### config.mk
export PLATFORM = sky130hd
export DESIGN_NAME = dmace_engine
export DESIGN_NICKNAME = d
export VERILOG_FILES = /design/src/hw/dmace_pkg.sv /design/src/hw/dmace_channel.sv /design/src/hw/dmace_engine.sv
export SDC_FILE = /design/constraint.sdc
export NUM_CORES = 2
export LEC_CHECK = 0
export BUFFER_PORTS_ARGS = -buffer_cell sky130_fd_sc_hd__buf_4
export CAP_MARGIN = 10
export CORE_ASPECT_RATIO = 0.8
export CORE_MARGIN = 1.5
export CORE_UTILIZATION = 50
export DETAILED_ROUTE_END_ITERATION = 8
export PLACE_DENSITY_LB_ADDON = 0.15
export SKIP_CTS_REPAIR_TIMING = 1
export SYNTH_ARGS = -nofsm -noshare
export SYNTH_HDL_FRONTEND = slang
export SYNTH_HIERARCHICAL = 1
export SYNTH_SLANG_ARGS = --single-unit
### constraint.sdc
create_clock -name clk -period 13 [get_ports clk]
set_input_delay 1.3 -clock clk [delete_from_list [all_inputs] [get_ports clk]]
set_output_delay 1.3 -clock clk [all_outputs]
set_load 0.005 [all_outputs]
### src/hw/dmace_pkg.sv
// Purpose: shared types and constants for the two-channel transfer engine
// Assumes: one 10 MHz clock, synchronous active-low reset
// Notes: channel parameter sets travel as packed structs
package dmace_pkg;
   localparam int DMACE_AW = 26;
   localparam int DMACE_CW = 24;
   localparam logic [DMACE_CW-1:0] DMACE_COUNT_RESET = 24'h000000;
   localparam logic [DMACE_AW-1:0] DMACE_ADDR_RESET = 26'h0000000;
   localparam logic [2:0] DMACE_STAGE_BYTES = 3'h4;
   localparam logic [1:0] DMACE_RANK_RESET0 = 2'h0;
   localparam logic [1:0] DMACE_RANK_RESET1 = 2'h1;
   localparam logic [1:0] DMACE_RANK_RESET2 = 2'h2;
   localparam logic [1:0] DMACE_OWN_NONE = 2'h3;

   typedef enum logic [1:0] {DMACE_ADDR_INC, DMACE_ADDR_DEC, DMACE_ADDR_HOLD} dmace_step_type;
   typedef enum logic [1:0] {DMACE_BUF_SINGLE, DMACE_BUF_AUTO, DMACE_BUF_CHAIN} dmace_bufmode_type;

   typedef struct packed {
      logic [DMACE_AW-1:0] req_addr;
      logic [DMACE_AW-1:0] tgt_addr;
      logic [DMACE_CW-1:0] count;
   } dmace_xfer_type;

   typedef struct packed {
      logic fly_by;
      logic req_is_src;
      logic req_is_mem;
      logic req_ext_io;
      logic tgt_is_mem;
      logic req_word;
      logic tgt_word;
      logic eop_sync;
      dmace_step_type req_step;
      dmace_step_type tgt_step;
      dmace_bufmode_type bufmode;
      logic [2:0] hw_src_sel;
   } dmace_cfg_type;

   typedef struct packed {
      logic [DMACE_AW-1:0] addr;
      logic mem;
      logic write;
      logic word;
      logic [15:0] wdata;
   } dmace_cycle_type;
endpackage

### src/hw/dmace_channel.sv
// Purpose: one transfer channel with staging buffer and buffer modes
// Assumes: bus grant and cycle completion from the engine top
// Notes: count going below zero (top bit set after the decrement) is expiry
`timescale 1ns/1ns
module dmace_channel (
   input wire logic clk,
   input wire logic rst_n,
   input wire logic ce,
   input wire dmace_pkg::dmace_cfg_type cfg,
   input wire dmace_pkg::dmace_xfer_type prog,
   input wire logic prog_we,
   input wire logic request,
   input wire logic granted,
   input wire logic cycle_done,
   input wire logic [15:0] rdata,
   input wire logic eop_in,
   output logic want_bus,
   output logic active,
   output logic ack,
   output logic done_pulse,
   output dmace_pkg::dmace_cycle_type cyc
);
   import dmace_pkg::*;
   typedef enum logic [1:0] {CH_IDLE, CH_READ, CH_WRITE, CH_FLY} ch_state_type;
   ch_state_type st_reg, st_next;
   dmace_xfer_type cur_reg, base_reg, chain_reg;
   logic armed_reg, chain_valid_reg, pend_reg, ending_reg;
   logic [7:0] stage_reg [0:3];
   logic [2:0] fill_reg, drain_reg;

   function automatic logic [DMACE_AW-1:0] step_addr(input logic [DMACE_AW-1:0] a,
      input dmace_step_type s, input logic w);
      logic [DMACE_AW-1:0] d;
      d = w ? 26'h0000002 : 26'h0000001;
      case (s)
         DMACE_ADDR_INC: step_addr = a + d;
         DMACE_ADDR_DEC: step_addr = a - d;
         default: step_addr = a;
      endcase
   endfunction

   wire fly_ok = cfg.fly_by && cfg.req_ext_io && cfg.tgt_is_mem;
   wire src_word = cfg.req_is_src ? cfg.req_word : cfg.tgt_word;
   wire dst_word = cfg.req_is_src ? cfg.tgt_word : cfg.req_word;
   wire unit_word = fly_ok ? cfg.tgt_word : src_word;
   wire [DMACE_CW-1:0] dec = unit_word ? 24'h000002 : 24'h000001;
   wire [DMACE_CW-1:0] cnt_after = cur_reg.count - dec;
   wire expire = cnt_after[DMACE_CW-1];
   wire src_done = cycle_done && (st_reg == CH_READ || st_reg == CH_FLY);
   wire term = src_done && (expire || eop_in);
   wire [2:0] fill_after = fill_reg + (src_word ? 3'h2 : 3'h1);
   wire [2:0] drain_after = drain_reg + (dst_word ? 3'h2 : 3'h1);
   wire start = armed_reg && request && granted;
   wire src_req = cfg.req_is_src;

   always_comb begin
      st_next = st_reg;
      case (st_reg)
         CH_IDLE: if (start) st_next = fly_ok ? CH_FLY : CH_READ;
         CH_FLY: if (term || (cycle_done && !request)) st_next = CH_IDLE;
         CH_READ: begin
            if (term || (src_done && fill_after >= DMACE_STAGE_BYTES)) begin
               st_next = CH_WRITE;
            end else if (src_done && !request) begin
               st_next = CH_IDLE;
            end
         end
         CH_WRITE: if (cycle_done && drain_after >= fill_reg) st_next = ending_reg ? CH_IDLE : CH_READ;
         default: st_next = CH_IDLE;
      endcase
   end

   always_ff @(posedge clk) begin
      if (!rst_n) begin
         st_reg <= CH_IDLE;
         cur_reg <= '0;
         base_reg <= '0;
         chain_reg <= '0;
         armed_reg <= 1'b0;
         chain_valid_reg <= 1'b0;
         pend_reg <= 1'b0;
         ending_reg <= 1'b0;
         fill_reg <= 3'h0;
         drain_reg <= 3'h0;
         done_pulse <= 1'b0;
         for (int i = 0; i < 4; i++) stage_reg[i] <= 8'h00;
      end else if (ce) begin
         st_reg <= st_next;
         done_pulse <= 1'b0;
         if (prog_we && st_reg != CH_IDLE && cfg.bufmode == DMACE_BUF_CHAIN) begin
            chain_reg <= prog;
            chain_valid_reg <= 1'b1;
         end else if (prog_we) begin
            cur_reg <= prog;
            base_reg <= prog;
            armed_reg <= 1'b1;
         end
         if (src_done) begin
            cur_reg.count <= cnt_after;
            cur_reg.req_addr <= step_addr(cur_reg.req_addr, cfg.req_step, cfg.req_word);
            cur_reg.tgt_addr <= step_addr(cur_reg.tgt_addr, cfg.tgt_step, cfg.tgt_word);
            if (st_reg == CH_READ) begin
               stage_reg[fill_reg[1:0]] <= rdata[7:0];
               if (src_word) stage_reg[fill_reg[1:0] + 2'h1] <= rdata[15:8];
               fill_reg <= fill_after;
            end
         end
         if (term) ending_reg <= 1'b1;
         if (cycle_done && st_reg == CH_WRITE) begin
            drain_reg <= drain_after;
            if (drain_after >= fill_reg) begin
               fill_reg <= 3'h0;
               drain_reg <= 3'h0;
            end
         end
         if ((st_reg == CH_FLY && term) || (st_reg == CH_WRITE && st_next != CH_WRITE && ending_reg)) begin
            done_pulse <= 1'b1;
            ending_reg <= 1'b0;
            case (cfg.bufmode)
               DMACE_BUF_AUTO: cur_reg <= base_reg;
               DMACE_BUF_CHAIN: begin
                  if (chain_valid_reg) cur_reg <= chain_reg;
                  else if (prog_we) cur_reg <= prog;
                  armed_reg <= chain_valid_reg || prog_we;
                  chain_valid_reg <= chain_valid_reg && prog_we;
               end
               default: armed_reg <= 1'b0;
            endcase
         end
         pend_reg <= request && armed_reg;
      end
   end

   wire rd_phase = st_reg == CH_READ;
   wire at_req = st_reg == CH_FLY || (rd_phase == src_req);
   assign want_bus = armed_reg && (pend_reg || st_reg != CH_IDLE);
   assign active = st_reg != CH_IDLE;
   assign ack = (st_reg == CH_FLY) || (active && !cfg.req_is_mem && at_req && st_reg != CH_IDLE);
   always_comb begin
      cyc.addr = at_req && st_reg != CH_FLY ? cur_reg.req_addr : cur_reg.tgt_addr;
      cyc.mem = st_reg == CH_FLY ? 1'b1 : (at_req ? cfg.req_is_mem : cfg.tgt_is_mem);
      cyc.write = st_reg == CH_FLY ? src_req : st_reg == CH_WRITE;
      cyc.word = rd_phase ? src_word : dst_word;
      cyc.wdata = {stage_reg[drain_reg[1:0] + 2'h1], stage_reg[drain_reg[1:0]]};
   end
endmodule // dmace_channel

### src/hw/dmace_engine.sv
// Purpose: two-channel transfer engine with bus arbiter
// Assumes: pins pass two flip-flops; internal peripheral requests are same-clock
// Notes: all outputs registered
`timescale 1ns/1ns
module dmace_engine (
   input wire logic clk,
   input wire logic rst_n,
   input wire logic ce,
   input wire logic [1:0] channel_request,
   input wire logic [3:0] periph_req0,
   input wire logic [3:0] periph_req1,
   input wire logic [1:0] sw_request,
   input wire dmace_pkg::dmace_cfg_type cfg0,
   input wire dmace_pkg::dmace_cfg_type cfg1,
   input wire dmace_pkg::dmace_xfer_type prog,
   input wire logic [1:0] prog_we,
   input wire logic refresh_req,
   input wire logic hold_req,
   input wire logic rotate_en,
   input wire logic low_sel_we,
   input wire logic [1:0] low_sel,
   input wire logic cycle_done,
   input wire logic [15:0] rdata,
   input wire logic end_of_process_line_in,
   output logic end_of_process_line_out,
   output logic end_of_process_line_oe,
   output logic [1:0] channel_acknowledge_n,
   output logic refresh_grant,
   output logic hold_grant,
   output logic [1:0] channel_busy,
   output logic cycle_start,
   output dmace_pkg::dmace_cycle_type cycle
);
   import dmace_pkg::*;
   logic [1:0] drq_s1_reg, drq_s2_reg;
   logic eop_s1_reg, eop_s2_reg, eop_seen_reg;
   logic [1:0] rank_reg [0:2];
   logic [1:0] owner_reg;
   logic [1:0] want, act, ack, done;
   logic [1:0] req_all;
   logic [1:0] eop_ch;
   dmace_cycle_type cyc0, cyc1;

   function automatic logic hw_pick(input logic [2:0] sel, input logic pin, input logic [3:0] p);
      hw_pick = (sel == 3'h0) ? pin : p[sel[1:0] - 2'h1] & (sel <= 3'h4);
   endfunction

   always_ff @(posedge clk) begin
      if (!rst_n) begin
         drq_s1_reg <= 2'h0;
         drq_s2_reg <= 2'h0;
         eop_s1_reg <= 1'b0;
         eop_s2_reg <= 1'b0;
      end else if (ce) begin
         drq_s1_reg <= channel_request;
         drq_s2_reg <= drq_s1_reg;
         // own completion pulse must not echo back as a terminate request
         eop_s1_reg <= ~end_of_process_line_in & ~end_of_process_line_oe;
         eop_s2_reg <= eop_s1_reg;
      end
   end

   assign req_all[0] = hw_pick(cfg0.hw_src_sel, drq_s2_reg[0], periph_req0) | sw_request[0];
   assign req_all[1] = hw_pick(cfg1.hw_src_sel, drq_s2_reg[1], periph_req1) | sw_request[1];
   // sync mode latches assertion seen during the transfer, async acts on the current sample
   assign eop_ch[0] = cfg0.eop_sync ? (eop_seen_reg | eop_s2_reg) : eop_s2_reg;
   assign eop_ch[1] = cfg1.eop_sync ? (eop_seen_reg | eop_s2_reg) : eop_s2_reg;

   dmace_channel u_ch0 (.clk(clk), .rst_n(rst_n), .ce(ce), .cfg(cfg0), .prog(prog),
      .prog_we(prog_we[0]), .request(req_all[0]), .granted(owner_reg == 2'h0),
      .cycle_done(cycle_done && owner_reg == 2'h0), .rdata(rdata), .eop_in(eop_ch[0]),
      .want_bus(want[0]), .active(act[0]), .ack(ack[0]), .done_pulse(done[0]), .cyc(cyc0));
   dmace_channel u_ch1 (.clk(clk), .rst_n(rst_n), .ce(ce), .cfg(cfg1), .prog(prog),
      .prog_we(prog_we[1]), .request(req_all[1]), .granted(owner_reg == 2'h1),
      .cycle_done(cycle_done && owner_reg == 2'h1), .rdata(rdata), .eop_in(eop_ch[1]),
      .want_bus(want[1]), .active(act[1]), .ack(ack[1]), .done_pulse(done[1]), .cyc(cyc1));

   wire [2:0] pend = {hold_req, want[1], want[0]};
   wire hit0 = pend[rank_reg[0]];
   wire hit1 = pend[rank_reg[1]];
   wire hit2 = pend[rank_reg[2]];
   wire [1:0] winner = hit0 ? rank_reg[0] : hit1 ? rank_reg[1] : hit2 ? rank_reg[2] : DMACE_OWN_NONE;
   wire owner_free = owner_reg == DMACE_OWN_NONE;
   wire owner_rel = !owner_free && !pend[owner_reg];
   wire take = owner_free && !refresh_req && winner != DMACE_OWN_NONE;

   function automatic logic [1:0] after_low(input logic [1:0] low, input int k);
      logic [2:0] s;
      s = {1'b0, low} + 3'(k) + 3'h1;
      after_low = (s >= 3'h3) ? 2'(s - 3'h3) : s[1:0];
   endfunction

   always_ff @(posedge clk) begin
      if (!rst_n) begin
         rank_reg[0] <= DMACE_RANK_RESET0;
         rank_reg[1] <= DMACE_RANK_RESET1;
         rank_reg[2] <= DMACE_RANK_RESET2;
         owner_reg <= DMACE_OWN_NONE;
         refresh_grant <= 1'b0;
         hold_grant <= 1'b0;
      end else if (ce) begin
         refresh_grant <= owner_free && refresh_req;
         if (owner_rel) begin
            owner_reg <= DMACE_OWN_NONE;
         end else if (take) begin
            owner_reg <= winner;
            if (rotate_en) begin
               for (int k = 0; k < 3; k++) rank_reg[k] <= after_low(winner, k);
            end
         end
         if (low_sel_we && low_sel != DMACE_OWN_NONE) begin
            for (int k = 0; k < 3; k++) rank_reg[k] <= after_low(low_sel, k);
         end
         hold_grant <= (owner_reg == 2'h2) && hold_req;
      end
   end

   always_ff @(posedge clk) begin
      if (!rst_n) begin
         eop_seen_reg <= 1'b0;
         end_of_process_line_out <= 1'b0;
         end_of_process_line_oe <= 1'b0;
         channel_acknowledge_n <= 2'h3;
         channel_busy <= 2'h0;
         cycle_start <= 1'b0;
         cycle <= '0;
      end else if (ce) begin
         eop_seen_reg <= (act != 2'h0) && (eop_seen_reg || eop_s2_reg) && !cycle_done;
         end_of_process_line_out <= 1'b0;
         end_of_process_line_oe <= done != 2'h0;
         channel_acknowledge_n <= ~(ack & act);
         channel_busy <= act;
         cycle_start <= (owner_reg == 2'h0 && act[0]) || (owner_reg == 2'h1 && act[1]);
         cycle <= owner_reg == 2'h1 ? cyc1 : cyc0;
      end
   end
endmodule // dmace_engine

==> out/results.tsv <==
metric	value	unit
peakVddDrop	0.0769	mV
drv_slew	0	
post_drt_via_cell_ratio	6.57	
netlist_area	38300	um^2
postRouteAntennaNets	0	
wl_met3	13400	um
yosysUniqueCellTypes	108	
port_buffers	203	
drt-total-wl	144000	um
cts_max_level	3	
synthCells	4842	
synthMuxAreaShare	5.79	%
syn_area_per_cell	7.91	um^2
grt_pass1_wl	216000	um
fin_crit	5.91	ns
die-area	78300	um^2
wl_per_cell	24.5	um
worst_setup_hold_path_clk_slew	0.06	ns
rsz0062_at_grt	no	
num_vias	38600	
drive_gt1_share	11.5	%
final_nets	5100	
wl_met1	60700	um
num_rows	90	
synthAdderAreaFrac	4.50	%
initial_utilization	50.7	%
root_buffer	clkbuf_16	
io_pins	205	
synth_seq_cells	617	
area_growth	11.5	%
layout_commonest_cell	nand2_1	
yosys.area_share.simple	17.9	%
worstSetupEndpoint	u_ch1/cur_reg[59]$_SDFFE_PN0P_	
max-slew-margin-rel	19.8	%
die_h	251	um
synth_edf_count	69	
firstDrtPassIters	8	
clockBufferDepth	3	
synth_nets	5126	
synth_compound_area_share	31.1	%
fp.dieW	312	um
ys.flop_type	dfxtp_1	
finalCritPeriodShare	45.5	%
path_class	input port to flop	
setup_tns	0	ns
startpoint	cfg1[15]	
synth_top_family_by_area	compound AO/OA/AOI/OAI gates	
rr_worst_depth	14	
crit_path_max_fanout	72	
finClkSkew	0.0178	ns
cap_violations	0	
met2_length	61900	um
first_global_vias	34900	
ys_warn_count	6	
seq_area_frac_synth	34.1	%
topRoutingLayerUsed	met4	
worstMarginPinSlew	1.19	ns
startpoint_type	input port	
track_usage	35.4	%
p_leak	16.1	nW
antenna_found_initial	0	
drc	0	
hold_class	flop to flop	
clk_latency	0.66	ns
max_freq	169	MHz
r2r_slack	7.67	ns
layout_common_cells	nand2_1 (998), a21oi_1 (584), dfxtp_1 (546)	
antenna_cells	0	
critPathRequiredTime	13.54	ns
synth-xor-area-share	1.83	%
setup_viol	0	
gp_congestion	0.993	
r2r_end	u_ch1/cur_reg[59]$_SDFFE_PN0P_	
crit_path_end_kind	flop	
powerDensity	117	nW/um^2
grt_max_degree	98	
clock-sinks	617	
drt_iter0_drc	5066	
synthArstFlopShare	0	%
hold_viol	0	
grt_overflow	0	
cts_tree	built	
cts_inserted_buffers	71	
coreArea	75600	um^2
cp_data_arrival_time	6.44	ns
hpwlAfterDp	94700	um
status	completed	
r2r_start	u_ch1/drain_reg[1]$_SDFFE_PN0P_	
whs	0.447	ns
==> Yosys cell counts, drive strengths merged (35+ instances only) <==
cell	instances	area share, %
o21ai	346	4.5
dfxtp	548	29
clkbuf	313	3.1
nor3	51	0.68
mux2i	83	2.2
a222oi	75	2.0
a31oi	40	0.65
inv	79	0.77
a21oi	586	7.7
o211a	50	1.3
o21a	40	0.78
a22o	91	2.1
ha	125	4.1
xnor2	42	0.96
edfxtp	69	5.4
a221oi	38	0.89
a211oi	49	0.97
nand3	45	0.60
a21o	55	1.1
o221ai	35	0.80
nand2	998	9.8
mux2	55	1.6
o22ai	81	1.3
buf	68	0.93
nand2b	46	0.75
nor2	239	2.3
nor2b	41	0.67
xor2	38	0.87
==> per-stage QoR <==
step	setup slack (ns)	util, %	total power [mW]	instances	cell area, um^2
floorplan	7.85	-	2.62	4842	38300
global placement	6.78	53.4	2.91	5754	40300
detailed placement	6.53	53.4	2.92	5754	40300
CTS	7.20	56.5	4.99	5880	42700
global route	6.86	56.5	5.17	5881	42700
finish	7.09	56.5	5.00	5881	42700
==> power breakdown <==
group	switching [mW]	internal, mW
logic	0.524	0.307
registers	0.0743	2.00
clock network	0.869	1.22
==> worst min-delay path by stage <==
stage	end	depth (start not counted)	start
3_3_place_gp	u_ch0/chain_reg[61]$_SDFFE_PN0P_	2	u_ch0/chain_reg[61]$_SDFFE_PN0P_
3_5_place_dp	u_ch0/chain_reg[27]$_SDFFE_PN0P_	2	u_ch0/chain_reg[27]$_SDFFE_PN0P_
6_report	u_ch0/chain_reg[27]$_SDFFE_PN0P_	2	u_ch0/chain_reg[27]$_SDFFE_PN0P_
2_1_floorplan	u_ch0/chain_reg[0]$_SDFFE_PN0P_	2	u_ch0/chain_reg[0]$_SDFFE_PN0P_
5_1_grt	u_ch1/chain_reg[20]$_SDFFE_PN0P_	2	u_ch1/chain_reg[20]$_SDFFE_PN0P_
4_1_cts	u_ch0/chain_reg[27]$_SDFFE_PN0P_	2	u_ch0/chain_reg[27]$_SDFFE_PN0P_
==> critical path: stages <==
cell and delay (ns):
buf_4 0.16, mux2i_1 0.42, ha_1 0.23, inv_1 0.05
fa_1 0.44, xnor2_1 0.15, ha_1 0.30, a21o_1 0.17
a31oi_1 0.26, a31o_2 0.23, a211oi_1 0.05, or2_1 0.33
o31a_4 0.32, o21ai_4 0.66, buf_4 0.83, o22ai_1 0.15
a32o_1 0.29
==> final cells by class <==
class	count	area, um^2
fill	7035	32900
multi-input combinational	3762	23600
inverter	82	318
clock inverter	28	394
timing repair buffer	282	2120
sequential	617	13000
tap	1012	1270
clock buffer	98	1960
==> metal layers <==
layer  global-route usage [%]  vias to the layer above
met5                        0                        -
met4                     18.1                        0
met2                     53.3                     2097
met1                     49.2                    18300
li1                         -                    17900
met3                     5.39                      335
==> logic make-up after synthesis <==
family	after synthesis
AOI/OAI and AO/OA	1784
and+or+nand+nor	1592
DFF	617
buffers and inverters	463
muxes	172
adders and majority gates	133
xor gates and xnor gates	80
other	1
No activity file was read; power rests on OpenSTA's default activity.
